<file path="config.mk">
export PLATFORM = sky130hd
export DESIGN_NAME = lcdp_top
export DESIGN_NICKNAME = d
export VERILOG_FILES = /design/src/lcdp_pkg.sv /design/src/lcdp_bus_if.sv /design/src/lcdp_frontend.sv /design/src/lcdp_top.sv
export SDC_FILE = /design/constraint.sdc
export NUM_CORES = 1
export LEC_CHECK = 0
export ABC_AREA = 1
export BUFFER_PORTS_ARGS = -buffer_cell sky130_fd_sc_hd__clkbuf_2
export CAP_MARGIN = 0
export CORE_MARGIN = 2
export CORE_UTILIZATION = 50
export CTS_BUF_LIST = sky130_fd_sc_hd__clkbuf_4 sky130_fd_sc_hd__clkbuf_8 sky130_fd_sc_hd__clkbuf_16
export CTS_CLUSTER_DIAMETER = 50
export CTS_CLUSTER_SIZE = 30
export DETAILED_ROUTE_END_ITERATION = 8
export GPL_TIMING_DRIVEN = 0
export PLACE_DENSITY_LB_ADDON = 0.1
export RECOVER_POWER = 100
export SETUP_SLACK_MARGIN = 0.5
export SKIP_LAST_GASP = 1
export SYNTH_ARGS = -nofsm -noshare
export SYNTH_HDL_FRONTEND = slang
export SYNTH_HIERARCHICAL = 1
export SYNTH_SLANG_ARGS = --single-unit
</file>
<file path="constraint.sdc">
create_clock -name ref_clk -period 1.95 [get_ports ref_clk]
set_clock_uncertainty 0.15 [all_clocks]
set_input_delay 0.39 -clock ref_clk [delete_from_list [all_inputs] [get_ports ref_clk]]
set_output_delay 0.39 -clock ref_clk [all_outputs]
set_load 0.1 [all_outputs]
</file>
<file path="src/lcdp_pkg.sv">
// package: constants for the lcd driver two-wire command port
package lcdp_pkg;
   localparam logic [5:0] LCDP_ADDR_HI      = 6'h1C;
   localparam int         LCDP_CONT_BIT     = 7;
   localparam int         LCDP_ROUTE_BIT    = 6;
   localparam logic [3:0] LCDP_OP_MODE      = 4'hC;
   localparam logic [3:0] LCDP_OP_PTR_HI    = 4'h0;
   localparam logic [3:0] LCDP_OP_PTR_LO    = 4'h4;
   localparam logic [5:0] LCDP_OP_DEVSEL    = 6'h38;
   localparam logic [5:0] LCDP_OP_BANK      = 6'h3E;
   localparam logic [4:0] LCDP_OP_BLINK     = 5'h1E;
   localparam logic [4:0] LCDP_OP_PRESC     = 5'h1D;
   localparam int         LCDP_MODE_E_BIT   = 3;
   localparam int         LCDP_MODE_B_BIT   = 2;
   localparam logic [1:0] LCDP_DRV_STATIC   = 2'h1;
   localparam logic [1:0] LCDP_DRV_MUX2     = 2'h2;
   localparam logic [1:0] LCDP_DRV_MUX3     = 2'h3;
   localparam logic [1:0] LCDP_DRV_MUX4     = 2'h0;
   localparam logic [7:0] LCDP_PTR_LAST     = 8'h9F;
   localparam logic [7:0] LCDP_PTR_RST      = 8'h00;
   localparam logic [1:0] LCDP_SUB_RST      = 2'h0;
   localparam logic [2:0] LCDP_BIT_LAST     = 3'h7;
   localparam logic [2:0] LCDP_BLINK_RST    = 3'h0;
   localparam logic [2:0] LCDP_PRESC_RST    = 3'h3;
   localparam logic [1:0] LCDP_BANK_RST     = 2'h0;
   typedef enum logic [2:0] {
      LCDP_IDLE = 3'h0,
      LCDP_ADDR = 3'h1,
      LCDP_CTRL = 3'h3,
      LCDP_BODY = 3'h2,
      LCDP_IGN  = 3'h6
   } lcdp_state_e;
endpackage

</file>
<file path="src/lcdp_bus_if.sv">
// interface: bit-level events from the bus front end to the decoder
`timescale 1ns/1ns
interface lcdp_bus_if;
   logic       start;
   logic       stop;
   logic       byte_done;
   logic [7:0] byte_val;
   logic       ack_slot;
   logic       ack_end;
   modport fe  (output start, output stop, output byte_done, output byte_val,
                output ack_slot, output ack_end);
   modport dec (input start, input stop, input byte_done, input byte_val,
                input ack_slot, input ack_end);
endinterface // lcdp_bus_if

</file>
<file path="src/lcdp_frontend.sv">
// module: two-wire start/stop detection and byte shifting
`timescale 1ns/1ns
module lcdp_frontend
   import lcdp_pkg::*;
(
   // clock and reset
   input  wire logic ref_clk,
   input  wire logic rst_b,
   // bus lines
   input  wire logic scl_in,
   input  wire logic sda_in,
   // events
   lcdp_bus_if.fe    bus
);
   logic       scl_reg, sda_reg;
   logic [2:0] cnt_reg, cnt_next;
   logic [7:0] sh_reg;
   logic       ack_reg, ack_next;   // ninth clock, ack may be driven
   logic       wait_reg, wait_next; // eighth bit taken, scl not yet low
   logic       act_reg;
   wire        busy = wait_reg || ack_reg;
   wire scl_rise = scl_in && !scl_reg;
   wire scl_fall = !scl_in && scl_reg;
   wire start_w  = scl_in && scl_reg && sda_reg && !sda_in;
   wire stop_w   = scl_in && scl_reg && !sda_reg && sda_in;
   wire [7:0] sh_next = {sh_reg[6:0], sda_in};
   assign bus.start     = start_w;
   assign bus.stop      = stop_w;
   assign bus.byte_done = act_reg && !busy && scl_rise && (cnt_reg == LCDP_BIT_LAST);
   assign bus.byte_val  = sh_next;
   assign bus.ack_slot  = ack_reg;
   assign bus.ack_end   = ack_reg && scl_fall;
   // ack slot waits for scl low after the eighth bit: pulling sda while
   // scl is still high would look like a start to every receiver
   assign wait_next = (start_w || stop_w) ? 1'b0 :
                      bus.byte_done ? 1'b1 : (scl_fall ? 1'b0 : wait_reg);
   assign ack_next  = (start_w || stop_w) ? 1'b0 :
                      (wait_reg && scl_fall) ? 1'b1 : (bus.ack_end ? 1'b0 : ack_reg);
   assign cnt_next  = (start_w || stop_w) ? 3'h0 :
                      (act_reg && !busy && scl_rise) ? cnt_reg + 3'h1 : cnt_reg;
   always_ff @(posedge ref_clk) begin
      if (!rst_b) begin
         scl_reg <= 1'b1;
         sda_reg <= 1'b1;
         cnt_reg <= 3'h0;
         sh_reg  <= 8'h00;
         ack_reg <= 1'b0;
         wait_reg <= 1'b0;
         act_reg <= 1'b0;
      end else begin
         scl_reg <= scl_in;
         sda_reg <= sda_in;
         cnt_reg <= cnt_next;
         ack_reg <= ack_next;
         wait_reg <= wait_next;
         if (scl_rise && !busy)
            sh_reg <= sh_next;
         if (start_w)
            act_reg <= 1'b1;
         else if (stop_w)
            act_reg <= 1'b0;
      end
   end
endmodule // lcdp_frontend

</file>
<file path="src/lcdp_top.sv">
// module: write-only two-wire slave port and command decoder of a segment lcd driver
// How it works
// - slave receiver only; the acknowledge pull-down is the only output to the bus
// - address is 011100 plus the address strap level as the lowest bit
// - a read request gets no acknowledge and no data
// - matching devices ack together; a mismatch ignores all until stop or start
// - control byte bit 7 says whether another control byte follows
// - control byte bit 6 routes next byte to commands or display ram
// - every addressed device acks control and command bytes
// - display byte goes to pointer plus subaddress, then the pointer advances; the subaddress advances only when the pointer wraps
// - only the device whose straps equal the subaddress counter acks display bytes
// - decoder knows seven commands by their fixed upper opcode bits
// - mode bit 3 enables the display and the clock output, reset blank
// - mode bit 2 picks half bias when set, third bias at reset
// - mode bits 1:0 pick drive mode, reset is 1:4 multiplex
// - pointer-high loads the upper nibble of the data pointer, reset zero
// - pointer-low loads the lower nibble of the data pointer, reset zero
// - device-select copies its two low bits into the subaddress counter
// - bank-select ignored in 1:3 and 1:4 multiplex
`timescale 1ns/1ns
module lcdp_top
   import lcdp_pkg::*;
(
   // clock and reset
   input  wire logic       ref_clk,
   input  wire logic       rst_b,
   // bus lines and acknowledge output
   input  wire logic       scl_in,
   input  wire logic       sda_in,
   output logic            sda_ack_out,
   output logic            sda_ack_oe,
   // straps
   input  wire logic       addr_lsb_strap,
   input  wire logic       subaddr_strap_bit0,
   input  wire logic       subaddr_strap_bit1,
   // configuration outputs
   output logic            display_enable,
   output logic            clk_out_enable,
   output logic            bias_half,
   output logic [1:0]      drive_mode,
   output logic [7:0]      data_pointer,
   output logic [1:0]      subaddr_count,
   output logic [1:0]      bank_sel,
   output logic [2:0]      blink_sel,
   output logic [2:0]      presc_sel,
   // display ram write port
   output logic            ram_we,
   output logic [7:0]      ram_addr,
   output logic [7:0]      ram_data
);
   // ==========================================================
   // front end
   lcdp_bus_if bus ();
   lcdp_frontend u_fe (
      .ref_clk (ref_clk),
      .rst_b   (rst_b),
      .scl_in  (scl_in),
      .sda_in  (sda_in),
      .bus     (bus)
   );

   // ==========================================================
   // state
   lcdp_state_e st_reg, st_next;
   logic        cont_reg, cont_next;      // another control byte pending
   logic        route_reg, route_next;    // 1: display ram
   logic        last_reg, last_next;      // final control byte seen
   logic        ack_reg, ack_next;
   logic [3:0]  mode_reg;
   logic [7:0]  ptr_reg;
   logic [1:0]  sub_reg;
   logic [1:0]  bank_reg;
   logic [2:0]  blink_reg;
   logic [2:0]  presc_reg;
   logic        we_reg;
   logic [7:0]  wa_reg, wd_reg;

   wire [7:0] b          = bus.byte_val;
   wire       addr_match = (b[7:2] == LCDP_ADDR_HI) && (b[1] == addr_lsb_strap);
   wire       is_write   = !b[0];
   wire [1:0] strap_sub  = {subaddr_strap_bit1, subaddr_strap_bit0};
   wire       sub_hit    = (sub_reg == strap_sub);
   wire       in_addr    = (st_reg == LCDP_ADDR);
   wire       in_ctrl    = (st_reg == LCDP_CTRL);
   wire       in_body    = (st_reg == LCDP_BODY);
   wire       got        = bus.byte_done;
   wire       cmd_byte   = got && in_body && !route_reg;
   wire       dat_byte   = got && in_body && route_reg;

   // ==========================================================
   // command decode
   wire op_mode   = cmd_byte && (b[7:4] == LCDP_OP_MODE);
   wire op_ptr_hi = cmd_byte && (b[7:4] == LCDP_OP_PTR_HI);
   wire op_ptr_lo = cmd_byte && (b[7:4] == LCDP_OP_PTR_LO);
   wire op_devsel = cmd_byte && (b[7:2] == LCDP_OP_DEVSEL);
   wire op_bank   = cmd_byte && (b[7:2] == LCDP_OP_BANK);
   wire op_blink  = cmd_byte && (b[7:3] == LCDP_OP_BLINK);
   wire op_presc  = cmd_byte && (b[7:3] == LCDP_OP_PRESC);
   wire mux_hi    = (mode_reg[1:0] == LCDP_DRV_MUX3) || (mode_reg[1:0] == LCDP_DRV_MUX4);
   wire bank_ok   = op_bank && !mux_hi;

   // pointer wraps past the last location and hands over to the next subaddress
   wire       ptr_wrap = (ptr_reg == LCDP_PTR_LAST);
   wire [7:0] ptr_inc  = ptr_wrap ? LCDP_PTR_RST : ptr_reg + 8'h01;
   wire [1:0] sub_inc  = ptr_wrap ? sub_reg + 2'h1 : sub_reg;

   // ==========================================================
   // byte sequencing
   always_comb begin
      st_next    = st_reg;
      cont_next  = cont_reg;
      route_next = route_reg;
      last_next  = last_reg;
      ack_next   = bus.ack_end ? 1'b0 : ack_reg;
      case (st_reg)
         LCDP_IDLE: ;
         LCDP_ADDR: if (got) begin
            if (addr_match && is_write) begin
               st_next  = LCDP_CTRL;
               ack_next = 1'b1;
            end else begin
               st_next  = LCDP_IGN;
            end
         end
         LCDP_CTRL: if (got) begin
            cont_next  = b[LCDP_CONT_BIT];
            route_next = b[LCDP_ROUTE_BIT];
            last_next  = !b[LCDP_CONT_BIT];
            ack_next   = 1'b1;
            st_next    = LCDP_BODY;
         end
         LCDP_BODY: if (got) begin
            // display bytes: only selected subaddress; commands: everyone
            ack_next = route_reg ? sub_hit : 1'b1;
            if (!last_reg && cont_reg)
               st_next = LCDP_CTRL;
            else
               st_next = LCDP_BODY;
         end
         LCDP_IGN: ;
         default: st_next = LCDP_IDLE;
      endcase
      if (bus.start) begin
         st_next   = LCDP_ADDR;
         last_next = 1'b0;
         ack_next  = 1'b0;
      end else if (bus.stop) begin
         st_next   = LCDP_IDLE;
         last_next = 1'b0;
         ack_next  = 1'b0;
      end
   end

   always_ff @(posedge ref_clk) begin
      if (!rst_b) begin
         st_reg    <= LCDP_IDLE;
         cont_reg  <= 1'b0;
         route_reg <= 1'b0;
         last_reg  <= 1'b0;
         ack_reg   <= 1'b0;
      end else begin
         st_reg    <= st_next;
         cont_reg  <= cont_next;
         route_reg <= route_next;
         last_reg  <= last_next;
         ack_reg   <= ack_next;
      end
   end

   // ==========================================================
   // configuration and ram write; unknown opcodes fall through untouched
   always_ff @(posedge ref_clk) begin
      if (!rst_b) begin
         mode_reg  <= {2'h0, LCDP_DRV_MUX4};
         ptr_reg   <= LCDP_PTR_RST;
         sub_reg   <= LCDP_SUB_RST;
         bank_reg  <= LCDP_BANK_RST;
         blink_reg <= LCDP_BLINK_RST;
         presc_reg <= LCDP_PRESC_RST;
         we_reg    <= 1'b0;
         wa_reg    <= 8'h00;
         wd_reg    <= 8'h00;
      end else begin
         we_reg <= dat_byte && sub_hit;
         if (op_mode)
            mode_reg <= b[3:0];
         if (op_ptr_hi)
            ptr_reg[7:4] <= b[3:0];
         if (op_ptr_lo)
            ptr_reg[3:0] <= b[3:0];
         if (op_devsel)
            sub_reg <= b[1:0];
         if (bank_ok)
            bank_reg <= b[1:0];
         if (op_blink)
            blink_reg <= b[2:0];
         if (op_presc)
            presc_reg <= b[2:0];
         if (dat_byte) begin
            wa_reg  <= ptr_reg;
            wd_reg  <= b;
            ptr_reg <= ptr_inc;
            sub_reg <= sub_inc;
         end
      end
   end

   // ==========================================================
   // outputs; pull-down only during the ack slot
   assign sda_ack_oe     = ack_reg && bus.ack_slot;
   assign sda_ack_out    = 1'b0;
   assign display_enable = mode_reg[LCDP_MODE_E_BIT];
   assign clk_out_enable = mode_reg[LCDP_MODE_E_BIT];
   assign bias_half      = mode_reg[LCDP_MODE_B_BIT];
   assign drive_mode     = mode_reg[1:0];
   assign data_pointer   = ptr_reg;
   assign subaddr_count  = sub_reg;
   assign bank_sel       = bank_reg;
   assign blink_sel      = blink_reg;
   assign presc_sel      = presc_reg;
   assign ram_we         = we_reg;
   assign ram_addr       = wa_reg;
   assign ram_data       = wd_reg;

   // ==========================================================
   // checks
   a_read_no_ack: assert property (@(posedge ref_clk) disable iff (!rst_b)
      (in_addr && got && !is_write) |=> !ack_reg)
      else $error("read access acknowledged");
   a_mismatch_ign: assert property (@(posedge ref_clk) disable iff (!rst_b)
      (in_addr && got && !addr_match && !bus.start) |=> st_reg == LCDP_IGN)
      else $error("mismatched address not ignored");
   a_ctrl_ack: assert property (@(posedge ref_clk) disable iff (!rst_b)
      (in_ctrl && got && !bus.start && !bus.stop) |=> ack_reg)
      else $error("control byte not acknowledged");
   a_data_sub: assert property (@(posedge ref_clk) disable iff (!rst_b)
      ram_we |-> $past(sub_hit))
      else $error("ram write from unselected subaddress");
   a_ptr_adv: assert property (@(posedge ref_clk) disable iff (!rst_b)
      (dat_byte && !ptr_wrap) |=> ptr_reg == $past(ptr_reg) + 8'h01)
      else $error("data pointer did not advance");
   a_bank_hold: assert property (@(posedge ref_clk) disable iff (!rst_b)
      (op_bank && mux_hi) |=> $stable(bank_reg))
      else $error("bank select taken in high multiplex");
   a_mode_load: assert property (@(posedge ref_clk) disable iff (!rst_b)
      op_mode |=> drive_mode == $past(b[1:0]) && bias_half == $past(b[2]))
      else $error("mode set not applied");
   a_devsel_load: assert property (@(posedge ref_clk) disable iff (!rst_b)
      op_devsel |=> sub_reg == $past(b[1:0]))
      else $error("device select not applied");
   a_only_ack_drive: assert property (@(posedge ref_clk) disable iff (!rst_b)
      sda_ack_oe |-> bus.ack_slot && !sda_ack_out)
      else $error("bus driven outside ack slot");
   a_ack_scl_low: assert property (@(posedge ref_clk) disable iff (!rst_b)
      $rose(sda_ack_oe) |-> !scl_in)
      else $error("ack driven while scl high");
endmodule // lcdp_top

</file>
==> results.py <==
metrics = {
    "detailed_routing": {
        "routed-via-count": 3873,
        "ant_nets": 0,
        "wl_um": 14100,
        "drc": 0,
        "drt_first_pass_iters": 6,
        "avgRoutedWirePerCell_um": 23.8,
        "drtIter0Drc": 718,
        "vias_per_cell": 6.54,
    },
    "sta": {
        "worst_slew_pin_slew_ns": 0.899,
        "clock.fmax_mhz": 433,
        "rsz0062_at_grt": "true",
        "holdWs_ns": 0.156,
        "setup_slack_ns": -0.361,
        "setup-violations-final": 45,
        "slew-limit-headroom_pct": 40.1,
        "fin_crit_ns": 2.31,
        "slew_viol_final": 0,
        "fin_crit_sh_pct": 119,
        "finalHoldViolations": 0,
    },
    "place": {
        "io_buffers": 47,
        "gp_congestion": 0.867,
        "dp.cells": 536,
        "post-dp-hpwl_um": 5280,
        "pre_cts_slack_ns": -0.224,
    },
    "setup_path": {
        "required_ns": 2.10,
        "crit_type": "reg -> reg",
        "timing.critical_path.from_type": "flip-flop",
        "crit_fanout": 4,
        "worstPathArrival_ns": 2.46,
        "end_kind": "flip-flop",
    },
    "power_and_ir_drop": {
        "power.total_uw": 2540,
        "power-per-cell-area_nw_per_um2": 501,
        "p_leak_uw": 0.00215,
        "peakVddDrop_mv": 0.598,
    },
    "grt": {
        "grt_pass1_wl_um": 16100,
        "grt_max_degree": 12,
        "grt_pass1_vias": 3220,
        "grt_remaining_overflow": 0,
        "grt_antenna_before_repair": 0,
        "grt_use_total_pct": 32.9,
    },
    "layout": {
        "final_nets": 525,
        "final_cells": 592,
        "drive_above_1_share_pct": 43.3,
        "area_delta_synth_final_pct": 72.0,
        "n_antenna_cell": 0,
    },
    "synthesis": {
        "synth.top_cell.area_share_pct": 41.5,
        "synth_area_leaders": "dfxtp_1, nand2_1, nor2_1",
        "synth_seq_area_share_pct": 41.5,
        "netlist_instances": 417,
        "syn_nets": 427,
        "syn_area_per_cell_sq_um": 7.06,
        "synth_area_sq_um": 2950,
        "ys_warn_count": 6,
        "yosysTopAreaCell": "dfxtp_1",
        "synth_cell_types": 35,
        "synth_seq_cells": 61,
    },
    "outcome": {
        "violations": "setup timing",
        "status": "finished, violations left",
    },
    "floorplan": {
        "pin_count": 49,
        "rows": 27,
        "die-height_um": 80.8,
        "fp.dieW_um": 80.8,
        "core_sq_um": 5610,
        "dieArea_sq_um": 6520,
        "start_util_pct": 52.5,
    },
    "clocking": {
        "htreeDepth": 3,
        "worstSkewPairLatency_ns": 0.35,
        "clock_path_buffers": 2,
        "cts_num_sinks": 61,
        "cts_tree": "built",
        "numCtsBuffers": 9,
        "clk_pin_slew_ns": 0.08,
        "holdBufCountCts": 0,
        "cts_root_buf": "clkbuf_8",
    },
    "worst_hold_path": {
        "hold_class": "in -> reg",
    },
    "flow_run": {
        "cap_violations": 0,
    },
}
Yosys cell counts, drive strengths merged:
library cell / number
nand3: 28
inv: 46
nand2: 90
nand4: 12
conb: 1
a21oi: 42
o211ai: 2
nor3b: 1
dfxtp: 61
ha: 3
clkbuf: 4
a22oi: 1
o21ai: 37
buf: 10
nand3b: 2
xnor2: 2
or2: 2
nor2: 64
nor3: 6
o211a: 1
o21bai: 1
xor2: 1
critical path, cell delays in order, from the launching register on:
cell and delay [ns]:
dfxtp_2 0.37, ha_4 0.15, ha_4 0.11, nand4_1 0.16, inv_2 0.19, nand4_4 0.17, inv_2 0.14, o21ai_0 0.21
a21oi_1 0.41, nand2_1 0.12, inv_1 0.08
cell families after synthesis:
family	after synthesis	share of synthesized area, %
and+or+nand+nor	205	32.4
AOI/OAI and AO/OA	84	14.8
DFF	61	41.5
buffers and inverters	60	9.05
xor gates and xnor gates	3	0.892
adders and majority gates	3	1.27
other	1	0.127
final timing paths:
| check | depth (start not counted) | endpoint | slack, ns | start |
|---|---|---|---|---|
| worst max-delay path | 10 | data_pointer[6] | -0.36 | u_fe/cnt_reg[1] |
| worst min-delay path | 2 | u_fe/scl_reg | 0.16 | rst_b |
| worst max register to register | 10 | data_pointer[6] | -0.36 | u_fe/cnt_reg[1] |
| worst min register to register | 2 | ram_addr[1] | 0.36 | ram_addr[1] |
cell usage in the layout, fill, tap and decap left out, types with 3 or more instances in the layout:
cell type   instances
nand2_4             6
nand2_2             6
buf_12              5
buf_4              31
dfxtp_2            21
buf_6              10
o21ai_2            12
nand4_1            11
clkbuf_8            9
o21ai_0            10
clkbuf_1            4
inv_1              37
clkbuf_16          39
a21oi_2             9
inv_2               6
nand2_1            77
dfxtp_4            20
buf_8               3
nand3_1            24
a21oi_1            31
o21ai_4             3
nor2_1             51
dfxtp_1            20
nor3_1              5
nor2_2              7
clkinvlp_4          3
clkbuf_2            7
nand3_2             4
o21ai_1            12
nor2_4              5
area by class of cell:
class / instances / area (sq um)
multi-input combinational: 296 / 1730
timing repair buffer: 87 / 1440
sequential: 61 / 1320
fill: 197 / 543
inverter: 46 / 181
clock buffer: 10 / 131
buffer: 14 / 111
tap: 72 / 90.1
clock inverter: 6 / 63.8
report_power, final:
part           total (uW)  internal, uW  switching, uW
clock network        1180           603            574
registers            1230          1220           9.75
logic                 128          33.3           94.2
total                2540          1860            678
metal layers:
| layer | vias to the layer above | wire [um] | share of wire (%) | GRT usage (%) |
|---|---|---|---|---|
| li1 | 1562 | - | - | - |
| met4 | 0 | 1220 | 8.7 | 16.1 |
| met2 | 397 | 6140 | 44 | 53.9 |
| met5 | - | 0 | 0 | 0 |
| met3 | 139 | 1730 | 12 | 7.22 |
| met1 | 1775 | 5000 | 35 | 41.0 |
per-stage QoR:
| stage | area (sq um) | utilization, % | setup TNS [ns] |
|---|---|---|---|
| after floorplan | 3040 | - | 0 |
| after global placement | 3370 | 60.1 | -2.02 |
| after detailed placement | 3370 | 60.1 | -2.58 |
| after CTS | 4620 | 82.3 | 0 |
| after global routing | 5060 | 90.3 | -6.51 |
| final | 5060 | 90.3 | -6.38 |
repair_timing:
item / CTS / global route
pin swaps: 4 / 10
resized for setup: 151 / 71
gates cloned: 2 / 2
buffers inserted: 17 / 19
setup endpoints to repair: 87 / 80
(Power assumes the default switching activity.)
